[src/tpc_pkg.sv]
package tpc_pkg;
	// Bus geometry: word index is the byte address divided by four
	localparam int ADDR_W = 18;
	localparam logic [11:0] IDX_CH4_PAGE = 12'hFE9;
	localparam logic [11:0] IDX_CH5_PAGE = 12'hFEA;
	localparam logic [15:0] IDX_CH4_GEN_A = 16'hFE98;
	localparam logic [15:0] IDX_CH4_GEN_B = 16'hFE9A;

	// Register slots inside a channel page
	localparam logic [3:0] SUB_CTRL = 4'h0;
	localparam logic [3:0] SUB_MODE = 4'h1;
	localparam logic [3:0] SUB_IO = 4'h2;
	localparam logic [3:0] SUB_IER = 4'h4;
	localparam logic [3:0] SUB_SR = 4'h5;
	localparam logic [3:0] SUB_CNT = 4'h6;
	localparam logic [3:0] SUB_GEN_A = IDX_CH4_GEN_A[3:0];
	localparam logic [3:0] SUB_GEN_B = IDX_CH4_GEN_B[3:0];

	// Reset values and bits that always read as one
	localparam logic [7:0] RST_CTRL = 8'h00;
	localparam logic [7:0] RST_MODE = 8'hC0;
	localparam logic [7:0] RST_IO = 8'h00;
	localparam logic [7:0] RST_IER = 8'h40;
	localparam logic [7:0] RST_SR = 8'hC0;
	localparam logic [7:0] RD1_MODE = 8'hC0;
	localparam logic [7:0] RD1_IER = 8'h40;
	localparam logic [7:0] RD1_SR = 8'h40;

	// Field positions
	localparam int IER_CONV = 7;
	localparam int IER_UNF = 5;
	localparam int IER_OVF = 4;
	localparam int IER_B = 1;
	localparam int IER_A = 0;
	localparam int SR_DIR = 7;
	localparam int SR_UNF = 5;
	localparam int SR_OVF = 4;
	localparam int SR_B = 1;
	localparam int SR_A = 0;
	localparam int MD_PHASE_BIT = 2;

	// Count source codes
	localparam logic [2:0] TPSC_DIV1 = 3'h0;
	localparam logic [2:0] TPSC_DIV4 = 3'h1;
	localparam logic [2:0] TPSC_DIV16 = 3'h2;
	localparam logic [2:0] TPSC_DIV64 = 3'h3;
	localparam logic [2:0] TPSC_EXT_A = 3'h4;
	localparam logic [2:0] TPSC_EXT_C = 3'h5;
	localparam logic [2:0] TPSC_SIX = 3'h6;

	// Counter clear codes
	localparam logic [1:0] CCLR_A = 2'h1;
	localparam logic [1:0] CCLR_B = 2'h2;
	localparam logic [1:0] CCLR_SYNC = 2'h3;

	// Compare output actions
	localparam logic [1:0] OUT_ZERO = 2'h1;
	localparam logic [1:0] OUT_ONE = 2'h2;
	localparam logic [1:0] OUT_TOGGLE = 2'h3;

	localparam logic [1:0] RESP_OKAY = 2'h0;
	localparam logic [1:0] RESP_SLVERR = 2'h2;

	typedef struct packed {
		logic [1:0] cclr;
		logic [1:0] ckeg;
		logic [2:0] tpsc;
		logic [3:0] md;
		logic [3:0] io_a;
		logic [3:0] io_b;
		logic conv_en, ien_u, ien_v, ien_b, ien_a;
		logic f_dir, f_u, f_v, f_b, f_a;
		logic [3:0] arm;
		logic [15:0] cnt;
		logic [15:0] gra;
		logic [15:0] grb;
		logic pin_a, pin_b;
	} tpc_chan_t;

	typedef struct packed {
		logic aw_got, w_got;
		logic [15:0] awidx;
		logic [31:0] wdata;
		logic [3:0] wstrb;
		logic bvalid;
		logic [1:0] bresp;
		logic rvalid;
		logic [1:0] rresp;
		logic [31:0] rdata;
	} tpc_axi_t;

	typedef struct packed {
		tpc_chan_t [1:0] ch;
		tpc_axi_t axi;
		logic [9:0] div;
		logic [7:0] s1, s2, s3, lv, lvp;
		logic [1:0] ovf_p, unf_p, adc;
	} tpc_state_t;
endpackage : tpc_pkg

[src/tpc_top.sv]
`timescale 1ns/1ns
// Function
// - Mode field bit 2 picks phase counting; all other mode codes count as normal mode.
// - Compare registers drive disabled, initial 0 or 1, then 0, 1 or toggle.
// - Capture registers latch counter on rising, falling or both pin edges.
// - Channel 4 register A captures on channel 3 register A events.
// - Channel 4 register B captures on channel 3 register C events.
// - Register A and B requests only while their enable bits are one.
// - Overflow and underflow requests only while their enable bits are one.
// - Conversion start requests only while the trigger enable bit is one.
// - Match flag sets on compare equality or on capture transfer.
// - DMA acknowledge clears the A flag when its select bit is one.
// - Transfer controller acknowledge clears a flag when its select bit is zero.
// - Overflow flag sets when the counter wraps upward to zero.
// - Underflow flag sets when the counter wraps downward to all ones.
// - Flags clear by writing zero after reading one; A and B flags also clear on acknowledges.
// - Counting down only in phase mode or cascaded overflow/underflow counting.
// - Channel 5 source: clock by 1, 4, 16, 64, 256, or pins A, C, D.
// - Phase counting mode ignores prescaler and clock edge settings.
// - Counter clear: none, on A event, on B event, or synchronous clear.
module tpc_top (
	input wire logic REF_CLK,
	input wire logic RST_N,
	input wire logic [tpc_pkg::ADDR_W-1:0] S_AXI_AWADDR,
	input wire logic S_AXI_AWVALID,
	output logic S_AXI_AWREADY,
	input wire logic [31:0] S_AXI_WDATA,
	input wire logic [3:0] S_AXI_WSTRB,
	input wire logic S_AXI_WVALID,
	output logic S_AXI_WREADY,
	output logic [1:0] S_AXI_BRESP,
	output logic S_AXI_BVALID,
	input wire logic S_AXI_BREADY,
	input wire logic [tpc_pkg::ADDR_W-1:0] S_AXI_ARADDR,
	input wire logic S_AXI_ARVALID,
	output logic S_AXI_ARREADY,
	output logic [31:0] S_AXI_RDATA,
	output logic [1:0] S_AXI_RRESP,
	output logic S_AXI_RVALID,
	input wire logic S_AXI_RREADY,
	input wire logic [3:0] CLK_PIN,
	input wire logic [3:0] TIO_IN,
	output logic [3:0] TIO_OUT,
	output logic [3:0] TIO_OE,
	input wire logic CH3_A_EVENT,
	input wire logic CH3_C_EVENT,
	input wire logic [1:0] SYNC_CLR_IN,
	input wire logic [3:0] XFER_CTRL_ACK,
	input wire logic XFER_IRQ_SEL,
	input wire logic [1:0] DMA_ACK,
	input wire logic DMA_ACK_SEL,
	output logic [1:0] REG_A_IRQ,
	output logic [1:0] REG_B_IRQ,
	output logic [1:0] OVERFLOW_IRQ,
	output logic [1:0] UNDERFLOW_IRQ,
	output logic [1:0] ADC_START
);
	tpc_pkg::tpc_state_t st_q;
	tpc_pkg::tpc_state_t st_d;

	// Edge picker shared by count sources and capture pins
	function automatic logic edge_hit(input logic prev, input logic cur, input logic [1:0] sel);
		if (sel[1]) begin
			return prev != cur;
		end else if (sel[0]) begin
			return prev & ~cur;
		end
		return ~prev & cur;
	endfunction : edge_hit

	// Word index to {hit, channel, slot}
	function automatic logic [5:0] reg_decode(input logic [15:0] idx);
		logic hit;
		logic ch;
		hit = 1'b0;
		ch = 1'b0;
		if (idx[15:4] == tpc_pkg::IDX_CH4_PAGE) begin
			hit = 1'b1;
		end else if (idx[15:4] == tpc_pkg::IDX_CH5_PAGE) begin
			hit = 1'b1;
			ch = 1'b1;
		end
		case (idx[3:0])
			tpc_pkg::SUB_CTRL, tpc_pkg::SUB_MODE, tpc_pkg::SUB_IO, tpc_pkg::SUB_IER,
			tpc_pkg::SUB_SR, tpc_pkg::SUB_CNT, tpc_pkg::SUB_GEN_A, tpc_pkg::SUB_GEN_B: begin
				return {hit, ch, idx[3:0]};
			end
			default: begin
				return {1'b0, ch, idx[3:0]};
			end
		endcase
	endfunction : reg_decode

	// Byte-lane merge for the sixteen-bit registers
	function automatic logic [15:0] lane16(input logic [15:0] old, input logic [31:0] wd,
			input logic [3:0] strb);
		logic [15:0] v;
		v = old;
		if (strb[0]) begin
			v[7:0] = wd[7:0];
		end
		if (strb[1]) begin
			v[15:8] = wd[15:8];
		end
		return v;
	endfunction : lane16

	// Match or capture event of one general register
	function automatic logic chan_event(input logic [3:0] io, input logic step,
			input logic [15:0] cnt_n, input logic [15:0] gr, input logic pinp,
			input logic pin, input logic casc, input logic casc_ok);
		if (!io[3]) begin
			return step && (cnt_n == gr);
		end else if (io[2] && casc_ok) begin
			return casc;
		end
		return edge_hit(pinp, pin, io[1:0]);
	endfunction : chan_event

	// Compare pin action at a match
	function automatic logic pin_act(input logic [3:0] io, input logic ev, input logic cur);
		if (io[3] || !ev) begin
			return cur;
		end
		case (io[1:0])
			tpc_pkg::OUT_ZERO: return 1'b0;
			tpc_pkg::OUT_ONE: return 1'b1;
			tpc_pkg::OUT_TOGGLE: return ~cur;
			default: return cur;
		endcase
	endfunction : pin_act

	// All next-state logic
	always_comb begin
		tpc_pkg::tpc_chan_t ch;
		tpc_pkg::tpc_chan_t nch;
		logic up, dn, ev_a, ev_b, clr, pa, pb, pap, pbp, xa, xb, do_wr;
		logic [15:0] cnt_n;
		logic [5:0] wdec, rdec;
		logic [31:0] wd, rd;
		logic [3:0] swc;
		logic [7:0] b8;
		ch = '0;
		nch = '0;
		up = 1'b0;
		dn = 1'b0;
		ev_a = 1'b0;
		ev_b = 1'b0;
		clr = 1'b0;
		pa = 1'b0;
		pb = 1'b0;
		pap = 1'b0;
		pbp = 1'b0;
		xa = 1'b0;
		xb = 1'b0;
		cnt_n = 16'h0000;
		swc = 4'h0;
		b8 = 8'h00;
		rd = 32'h0000_0000;
		st_d = st_q;
		wd = st_q.axi.wdata;
		wdec = reg_decode(st_q.axi.awidx);
		do_wr = st_q.axi.aw_got & st_q.axi.w_got & ~st_q.axi.bvalid;

		// Three-stage pin filter: a level counts once stages two and three agree
		st_d.s1 = {TIO_IN, CLK_PIN};
		st_d.s2 = st_q.s1;
		st_d.s3 = st_q.s2;
		for (int p = 0; p < 8; p++) begin
			if (st_q.s2[p] == st_q.s3[p]) begin
				st_d.lv[p] = st_q.s3[p];
			end
		end
		st_d.lvp = st_q.lv;
		st_d.div = st_q.div + 10'h001;
		st_d.adc = 2'b00;
		st_d.ovf_p = 2'b00;
		st_d.unf_p = 2'b00;

		// Channel 5 first; channel 4 takes its wrap pulses from st_q, so one cycle late
		for (int c = 1; c >= 0; c--) begin
			ch = st_q.ch[c];
			nch = ch;
			up = 1'b0;
			dn = 1'b0;
			pa = st_q.lv[2*c];
			pb = st_q.lv[2*c+1];
			pap = st_q.lvp[2*c];
			pbp = st_q.lvp[2*c+1];
			if (ch.md[tpc_pkg::MD_PHASE_BIT]) begin
				// Quadrature decode; prescaler and edge fields play no part
				if (pa != pap && pb == pbp) begin
					up = pa ^ pb;
					dn = ~(pa ^ pb);
				end else if (pb != pbp && pa == pap) begin
					up = ~(pa ^ pb);
					dn = pa ^ pb;
				end
			end else begin
				case (ch.tpsc)
					tpc_pkg::TPSC_DIV1: up = 1'b1;
					tpc_pkg::TPSC_DIV4: up = edge_hit(st_q.div[1], st_d.div[1], ch.ckeg);
					tpc_pkg::TPSC_DIV16: up = edge_hit(st_q.div[3], st_d.div[3], ch.ckeg);
					tpc_pkg::TPSC_DIV64: up = edge_hit(st_q.div[5], st_d.div[5], ch.ckeg);
					tpc_pkg::TPSC_EXT_A: up = edge_hit(st_q.lvp[0], st_q.lv[0], ch.ckeg);
					tpc_pkg::TPSC_EXT_C: up = edge_hit(st_q.lvp[2], st_q.lv[2], ch.ckeg);
					tpc_pkg::TPSC_SIX: begin
						if (c == 1) begin
							up = edge_hit(st_q.div[7], st_d.div[7], ch.ckeg);
						end else begin
							up = edge_hit(st_q.div[9], st_d.div[9], ch.ckeg);
						end
					end
					default: begin
						if (c == 1) begin
							up = edge_hit(st_q.lvp[3], st_q.lv[3], ch.ckeg);
						end else begin
							up = st_q.ovf_p[1];
							dn = st_q.unf_p[1];
						end
					end
				endcase
			end
			if (up) begin
				cnt_n = ch.cnt + 16'h0001;
			end else if (dn) begin
				cnt_n = ch.cnt - 16'h0001;
			end else begin
				cnt_n = ch.cnt;
			end
			ev_a = chan_event(ch.io_a, up | dn, cnt_n, ch.gra, st_q.lvp[4+2*c],
				st_q.lv[4+2*c], CH3_A_EVENT, c == 0);
			ev_b = chan_event(ch.io_b, up | dn, cnt_n, ch.grb, st_q.lvp[5+2*c],
				st_q.lv[5+2*c], CH3_C_EVENT, c == 0);
			clr = (ch.cclr == tpc_pkg::CCLR_A && ev_a)
				|| (ch.cclr == tpc_pkg::CCLR_B && ev_b)
				|| (ch.cclr == tpc_pkg::CCLR_SYNC && SYNC_CLR_IN[c]);
			nch.cnt = clr ? 16'h0000 : cnt_n;
			if (up) begin
				nch.f_dir = 1'b1;
			end else if (dn) begin
				nch.f_dir = 1'b0;
			end

			// Software writes land after counting, so a counter write wins
			swc = 4'h0;
			if (do_wr && wdec[5] && int'(wdec[4]) == c && st_q.axi.wstrb[0]) begin
				case (wdec[3:0])
					tpc_pkg::SUB_CTRL: {nch.cclr, nch.ckeg, nch.tpsc} = wd[6:0];
					tpc_pkg::SUB_MODE: nch.md = wd[3:0];
					tpc_pkg::SUB_IO: begin
						nch.io_a = wd[3:0];
						nch.io_b = wd[7:4];
						nch.pin_a = wd[2];
						nch.pin_b = wd[6];
					end
					tpc_pkg::SUB_IER: begin
						nch.conv_en = wd[tpc_pkg::IER_CONV];
						nch.ien_u = wd[tpc_pkg::IER_UNF];
						nch.ien_v = wd[tpc_pkg::IER_OVF];
						nch.ien_b = wd[tpc_pkg::IER_B];
						nch.ien_a = wd[tpc_pkg::IER_A];
					end
					tpc_pkg::SUB_SR: begin
						// Zero clears only a flag seen as one; ones do nothing
						swc = ch.arm & ~{wd[tpc_pkg::SR_UNF], wd[tpc_pkg::SR_OVF],
							wd[tpc_pkg::SR_B], wd[tpc_pkg::SR_A]};
						nch.arm = 4'h0;
					end
					default: begin
					end
				endcase
			end
			if (do_wr && wdec[5] && int'(wdec[4]) == c) begin
				case (wdec[3:0])
					tpc_pkg::SUB_CNT: nch.cnt = lane16(nch.cnt, wd, st_q.axi.wstrb);
					tpc_pkg::SUB_GEN_A: nch.gra = lane16(ch.gra, wd, st_q.axi.wstrb);
					tpc_pkg::SUB_GEN_B: nch.grb = lane16(ch.grb, wd, st_q.axi.wstrb);
					default: begin
					end
				endcase
			end

			// Capture beats a same-cycle software write to the register
			if (ch.io_a[3] && ev_a) begin
				nch.gra = ch.cnt;
			end
			if (ch.io_b[3] && ev_b) begin
				nch.grb = ch.cnt;
			end
			nch.pin_a = pin_act(ch.io_a, ev_a, nch.pin_a);
			nch.pin_b = pin_act(ch.io_b, ev_b, nch.pin_b);

			// Flags: a set in the clearing cycle wins
			xa = (XFER_CTRL_ACK[2*c] & ~XFER_IRQ_SEL) | (DMA_ACK[c] & DMA_ACK_SEL);
			xb = XFER_CTRL_ACK[2*c+1] & ~XFER_IRQ_SEL;
			nch.f_a = ev_a | (ch.f_a & ~(xa | swc[0]));
			nch.f_b = ev_b | (ch.f_b & ~(xb | swc[1]));
			st_d.ovf_p[c] = up && ch.cnt == 16'hFFFF;
			st_d.unf_p[c] = dn && ch.cnt == 16'h0000;
			nch.f_v = st_d.ovf_p[c] | (ch.f_v & ~swc[2]);
			nch.f_u = st_d.unf_p[c] | (ch.f_u & ~swc[3]);
			st_d.adc[c] = ch.conv_en & ev_a;
			st_d.ch[c] = nch;
		end

		// Write channels: address and data held in either order
		if (S_AXI_AWVALID && S_AXI_AWREADY) begin
			st_d.axi.aw_got = 1'b1;
			st_d.axi.awidx = S_AXI_AWADDR[tpc_pkg::ADDR_W-1:2];
		end
		if (S_AXI_WVALID && S_AXI_WREADY) begin
			st_d.axi.w_got = 1'b1;
			st_d.axi.wdata = S_AXI_WDATA;
			st_d.axi.wstrb = S_AXI_WSTRB;
		end
		if (do_wr) begin
			st_d.axi.aw_got = 1'b0;
			st_d.axi.w_got = 1'b0;
			st_d.axi.bvalid = 1'b1;
			st_d.axi.bresp = wdec[5] ? tpc_pkg::RESP_OKAY : tpc_pkg::RESP_SLVERR;
		end else if (st_q.axi.bvalid && S_AXI_BREADY) begin
			st_d.axi.bvalid = 1'b0;
		end

		// Read channel: reading status arms the flags it shows
		rdec = reg_decode(S_AXI_ARADDR[tpc_pkg::ADDR_W-1:2]);
		ch = st_q.ch[rdec[4]];
		case (rdec[3:0])
			tpc_pkg::SUB_CTRL: rd = {25'h0, ch.cclr, ch.ckeg, ch.tpsc};
			tpc_pkg::SUB_MODE: rd = {24'h0, tpc_pkg::RD1_MODE | {4'h0, ch.md}};
			tpc_pkg::SUB_IO: rd = {24'h0, ch.io_b, ch.io_a};
			tpc_pkg::SUB_IER: begin
				b8 = tpc_pkg::RD1_IER;
				b8[tpc_pkg::IER_CONV] = ch.conv_en;
				b8[tpc_pkg::IER_UNF] = ch.ien_u;
				b8[tpc_pkg::IER_OVF] = ch.ien_v;
				b8[tpc_pkg::IER_B] = ch.ien_b;
				b8[tpc_pkg::IER_A] = ch.ien_a;
				rd = {24'h0, b8};
			end
			tpc_pkg::SUB_SR: begin
				b8 = tpc_pkg::RD1_SR;
				b8[tpc_pkg::SR_DIR] = ch.f_dir;
				b8[tpc_pkg::SR_UNF] = ch.f_u;
				b8[tpc_pkg::SR_OVF] = ch.f_v;
				b8[tpc_pkg::SR_B] = ch.f_b;
				b8[tpc_pkg::SR_A] = ch.f_a;
				rd = {24'h0, b8};
			end
			tpc_pkg::SUB_CNT: rd = {16'h0, ch.cnt};
			tpc_pkg::SUB_GEN_A: rd = {16'h0, ch.gra};
			tpc_pkg::SUB_GEN_B: rd = {16'h0, ch.grb};
			default: rd = 32'h0000_0000;
		endcase
		if (S_AXI_ARVALID && S_AXI_ARREADY) begin
			st_d.axi.rvalid = 1'b1;
			st_d.axi.rdata = rdec[5] ? rd : 32'h0000_0000;
			st_d.axi.rresp = rdec[5] ? tpc_pkg::RESP_OKAY : tpc_pkg::RESP_SLVERR;
			if (rdec[5] && rdec[3:0] == tpc_pkg::SUB_SR) begin
				st_d.ch[rdec[4]].arm = st_d.ch[rdec[4]].arm
					| {ch.f_u, ch.f_v, ch.f_b, ch.f_a};
			end
		end else if (st_q.axi.rvalid && S_AXI_RREADY) begin
			st_d.axi.rvalid = 1'b0;
		end
	end

	// State register
	always_ff @(posedge REF_CLK or negedge RST_N) begin
		if (!RST_N) begin
			st_q <= '0;
			for (int c = 0; c < 2; c++) begin
				st_q.ch[c].f_dir <= tpc_pkg::RST_SR[tpc_pkg::SR_DIR];
			end
		end else begin
			st_q <= st_d;
		end
	end

	// Bus handshakes; a pending answer blocks new requests
	assign S_AXI_AWREADY = ~st_q.axi.aw_got & ~st_q.axi.bvalid;
	assign S_AXI_WREADY = ~st_q.axi.w_got & ~st_q.axi.bvalid;
	assign S_AXI_BVALID = st_q.axi.bvalid;
	assign S_AXI_BRESP = st_q.axi.bresp;
	assign S_AXI_ARREADY = ~st_q.axi.rvalid;
	assign S_AXI_RVALID = st_q.axi.rvalid;
	assign S_AXI_RDATA = st_q.axi.rdata;
	assign S_AXI_RRESP = st_q.axi.rresp;

	// Pins: driven only in compare mode with an action selected
	assign TIO_OUT = {st_q.ch[1].pin_b, st_q.ch[1].pin_a, st_q.ch[0].pin_b, st_q.ch[0].pin_a};
	assign TIO_OE = {~st_q.ch[1].io_b[3] & (|st_q.ch[1].io_b[1:0]),
		~st_q.ch[1].io_a[3] & (|st_q.ch[1].io_a[1:0]),
		~st_q.ch[0].io_b[3] & (|st_q.ch[0].io_b[1:0]),
		~st_q.ch[0].io_a[3] & (|st_q.ch[0].io_a[1:0])};

	// Requests gated by their enables
	assign REG_A_IRQ = {st_q.ch[1].f_a & st_q.ch[1].ien_a,
		st_q.ch[0].f_a & st_q.ch[0].ien_a};
	assign REG_B_IRQ = {st_q.ch[1].f_b & st_q.ch[1].ien_b,
		st_q.ch[0].f_b & st_q.ch[0].ien_b};
	assign OVERFLOW_IRQ = {st_q.ch[1].f_v & st_q.ch[1].ien_v,
		st_q.ch[0].f_v & st_q.ch[0].ien_v};
	assign UNDERFLOW_IRQ = {st_q.ch[1].f_u & st_q.ch[1].ien_u,
		st_q.ch[0].f_u & st_q.ch[0].ien_u};
	assign ADC_START = st_q.adc;
endmodule : tpc_top

[config.mk]
export PLATFORM = sky130hd
export DESIGN_NAME = tpc_top
export DESIGN_NICKNAME = d
export VERILOG_FILES = /design/src/tpc_pkg.sv /design/src/tpc_top.sv
export SDC_FILE = /design/constraint.sdc
export NUM_CORES = 1
export LEC_CHECK = 0
export BUFFER_PORTS_ARGS = -buffer_cell sky130_fd_sc_hd__buf_2
export CORE_ASPECT_RATIO = 0.9
export CORE_MARGIN = 1
export CORE_UTILIZATION = 45
export CTS_CLUSTER_DIAMETER = 50
export CTS_CLUSTER_SIZE = 25
export DETAILED_ROUTE_END_ITERATION = 10
export GPL_TIMING_DRIVEN = 0
export RECOVER_POWER = 25
export SLEW_MARGIN = 0
export SYNTH_ARGS = -nofsm -noshare
export SYNTH_HDL_FRONTEND = slang
export SYNTH_SLANG_ARGS = --single-unit
[constraint.sdc]
create_clock -name REF_CLK -period 5.88 [get_ports REF_CLK]
set_input_delay 1.176 -clock REF_CLK [delete_from_list [all_inputs] [get_ports REF_CLK]]
set_output_delay 1.176 -clock REF_CLK [all_outputs]
set_load 0.01 [all_outputs]
==> summary.md <==
| Metric | Value |
|---|---|
| Max-Cap Viols | 1 |
| WL/cell | 28.7 um |
| Required time of the critical path | about 6.3 ns |
| Layout Cells excl Fill | approximately 3000 |
| Peak supply drop | about 0.23 mV |
| Warnings, synthesis | 0 |
| DPL Wire Length | 65500 um |
| Bufs on Longest Clock Path | 3 |
| Worst EP arrival | approximately 6.3 ns |
| CORE AREA | between 40000 and 50000 sq um |
| Synthesized area per cell | approximately 8.8 sq um |
| Max Fclk | around 170 MHz |
| Failing checks | design-rule violations, max-capacitance violations, max-slew violations |
| Top cell type's share of synthesized area | a little over a third |
| Largest net degree at the start of global routing | 110 |
| Detailed-route vias per instance | 6.48 |
| Slew Viols, Final | 67 |
| Setup TNS | 0 ns |
| Netlist cell types | 89 |
| Cell taking the most area after synthesis | dfrtp_1 |
| Fin. Hold Viols | 0 |
| Clock Latency Late Sink | 0.60 ns |
| Yosys reg bits | around 280 |
| Die ar. | 44100 sq um |
| Area grow syn2layout | 12.8% |
| Post-Syn Area | about 20000 sq um |
| Synth cell count leaders | dfrtp_1, nand2_1, nor2_1 |
| Synth Instances | 2216 |
| CTS tree | done |
| Crit share post-route | a little over nine tenths |
| Number of synthesized flops with an enable pin | 0 |
| Drt pass-1 iters | 11 |
| Critical Path Sink Type | flip-flop |
| IO buf count | between 100 and 150 |
| Worst hold path class | reg2reg |
| Initial drt markers | about 2400 |
| Post-CTS Hold Buffers | 0 |
| Row count | 71 |
| Number of fill cells | around 4000 |
| Die Width | between 200 and 250 um |
| Power, Total | about 5.9 mW |
| Vias in the first global route | about 18000 |
| Register area share after synthesis | 35.5% |
| Die height | roughly 200 um |
| # setup viols final | 0 |
| Antenna Violating Nets Remaining | 0 |
| Dominant synthesized flop cell | dfrtp_1 |
| Cell with the most instances after synthesis | dfrtp_1 |
| Vias post-DR | ~19000 |
| Routed wire length | roughly 85000 um |
| Slew @ Worst Pin | between 3 and 4 ns |
| Final #Nets | 2510 |
| Initial core utilization | 46.1% |
| Total grt overflow | 0 |
| DRC | 1 |
| Initial antenna violation count | 5 |
| Synth top area cells | dfrtp_1, mux2_2, mux2i_1 |
| Placed cell count | between 2000 and 3000 |
| Clock root buffer | clkbuf_16 |
| Layout Skew | 0.0353 ns |
| Fraction of layout cells with a size suffix above 1 | 15.9% |
| Max FO, Critical Path | 10 |
| Unrepaired setup endpoints after global routing | no |
| I/O pin total | about 160 |
| Lkg Pwr | 9.12 nW |
| Min Tclk post-route | roughly 5.8 ns |
| Slew margin rel. | -162% |
| Clock Pin Slew Worst Setup and Hold Paths | around 0.060 ns |
| CP startpoint kind | flip-flop |
| Total CTS buffers | 30 |
| GP Congestion | 1.02 |
| Clock Sinks | approximately 280 |
| Ys async rst share | 100% |
| First-pass GRT wire length | 124000 um |
| Outcome | finished, violations left |
| Power Dens Cells | approximately 270 nW/um^2 |
| Final core utilization | a little over half |
| Worst setup path class | reg2reg |
| Htree depth | 1 |
| All-Layer GR Usage | between 30% and 40% |
==> critical path, stage by stage, from the launching register on <==
cell and delay (ns):
dfrtp_1 0.42, nand3_1 0.12, inv_1 0.08, and3_1 0.20, ha_1 0.22, or3_1 0.51
a32o_1 0.42, a311oi_2 0.65, buf_2 0.44, buf_2 0.42, buf_2 0.37, nor3_1 0.08
o21ai_0 0.52, o21ai_0 0.29, nor4_4 0.58, a21oi_1 0.13, a31o_2 0.23
==> metrics by stage <==
stage          instance area, sq um  worst slack (ns)  hold WS, ns
3_3_place_gp                  20800             -1.53        0.334
4_1_cts                       21900            0.0386        0.351
5_1_grt                       22000            0.0274        0.354
3_5_place_dp                  20900            -0.517        0.336
2_1_floorplan                 19500              1.75        0.331
6_report                      22000            0.0626        0.350
==> final timing paths <==
| kind | cells after the start | endpoint | from | slack (ns) |
|---|---|---|---|---|
| max | 16 | TIO_OUT[0] | st_q[46] | 0.06 |
| min | 0 | st_d[27] | st_d[35] | 0.35 |
| max reg2reg | 16 | TIO_OUT[0] | st_q[46] | 0.06 |
| min reg2reg | 0 | st_d[27] | st_d[35] | 0.35 |
| max in group asynchronous | 1 | async pin | RST_N | 1.71 |
| min in group asynchronous | 1 | st_q[24] | RST_N | 1.96 |
==> layer usage <==
metal | vias to the layer above | routed length [um] | GRT usage, %
li1 | 8416 | - | -
met1 | 9468 | 33700 | 48.4
met2 | 1029 | 38500 | 61.8
met3 | 238 | 7770 | 7.87
met4 | 4 | 4900 | 20.0
met5 | - | 26 | 0
==> what timing repair did <==
item,4_1_cts,5_1_grt
gates resized for setup,2,2
setup buffers,0,0
setup endpoints to repair,3,14
==> power by group <==
group          switching, mW  internal (mW)  total [mW]
Combinational          0.975          0.495        1.47
Sequential             0.310           2.07        2.38
Clock                  0.893           1.12        2.01
Total                   2.18           3.68        5.86
==> cell usage in the layout (no fill, tap or decap), types with 14 or more instances in the layout <==
| master | n |
|---|---|
| a22o_1 | 28 |
| and3_1 | 20 |
| nand2_1 | 215 |
| nor3_1 | 55 |
| a222oi_1 | 20 |
| buf_1 | 31 |
| or3_1 | 18 |
| a22oi_1 | 17 |
| a31oi_1 | 15 |
| conb_1 | 18 |
| buf_4 | 43 |
| o22ai_1 | 35 |
| o21ai_0 | 102 |
| o21ai_1 | 18 |
| o211ai_1 | 20 |
| a211oi_1 | 15 |
| xor2_1 | 44 |
| nand4_1 | 26 |
| nand3b_1 | 14 |
| mux2i_1 | 109 |
| dfrtp_1 | 274 |
| or2_2 | 15 |
| a21oi_1 | 100 |
| inv_1 | 67 |
| xnor2_1 | 63 |
| ha_1 | 30 |
| a32o_1 | 15 |
| nor2_1 | 166 |
| nor2b_1 | 36 |
| nor4_1 | 39 |
| buf_2 | 130 |
| nand3_1 | 60 |
| clkbuf_1 | 120 |
| mux2_2 | 103 |
| and2_1 | 19 |
| clkbuf_16 | 31 |
| o221ai_1 | 17 |
| nand2b_1 | 29 |
==> area by class of cell <==
type | instances | area [sq um] | share of cell area (%)
Antenna cell | 3 | 7.51 | 0.0342
Buffer | 211 | 990 | 4.51
Clock buffer | 35 | 821 | 3.74
Clock inverter | 21 | 240 | 1.09
Inverter | 67 | 251 | 1.15
Multi-Input combinational cell | 1679 | 11400 | 52.1
Sequential cell | 276 | 6910 | 31.5
Tap cell | 547 | 684 | 3.12
Timing Repair Buffer | 116 | 624 | 2.84
==> logic make-up (layout without fill, tap and decap cells) <==
| group | after synthesis | in the layout | synth area share [%] |
|---|---|---|---|
| other | 1 | 21 | 0.0193 |
| XOR/XNOR | 109 | 109 | 5.00 |
| flip-flops | 276 | 276 | 35.5 |
| AO/OA/AOI/OAI | 521 | 521 | 18.7 |
| buffers and inverters | 278 | 450 | 6.38 |
| AND/OR/NAND/NOR | 779 | 779 | 20.4 |
| adder cells (fa/ha/maj) | 38 | 38 | 2.34 |
| multiplexers | 214 | 214 | 11.7 |
Note: power is estimated with default switching activity, not from simulation.
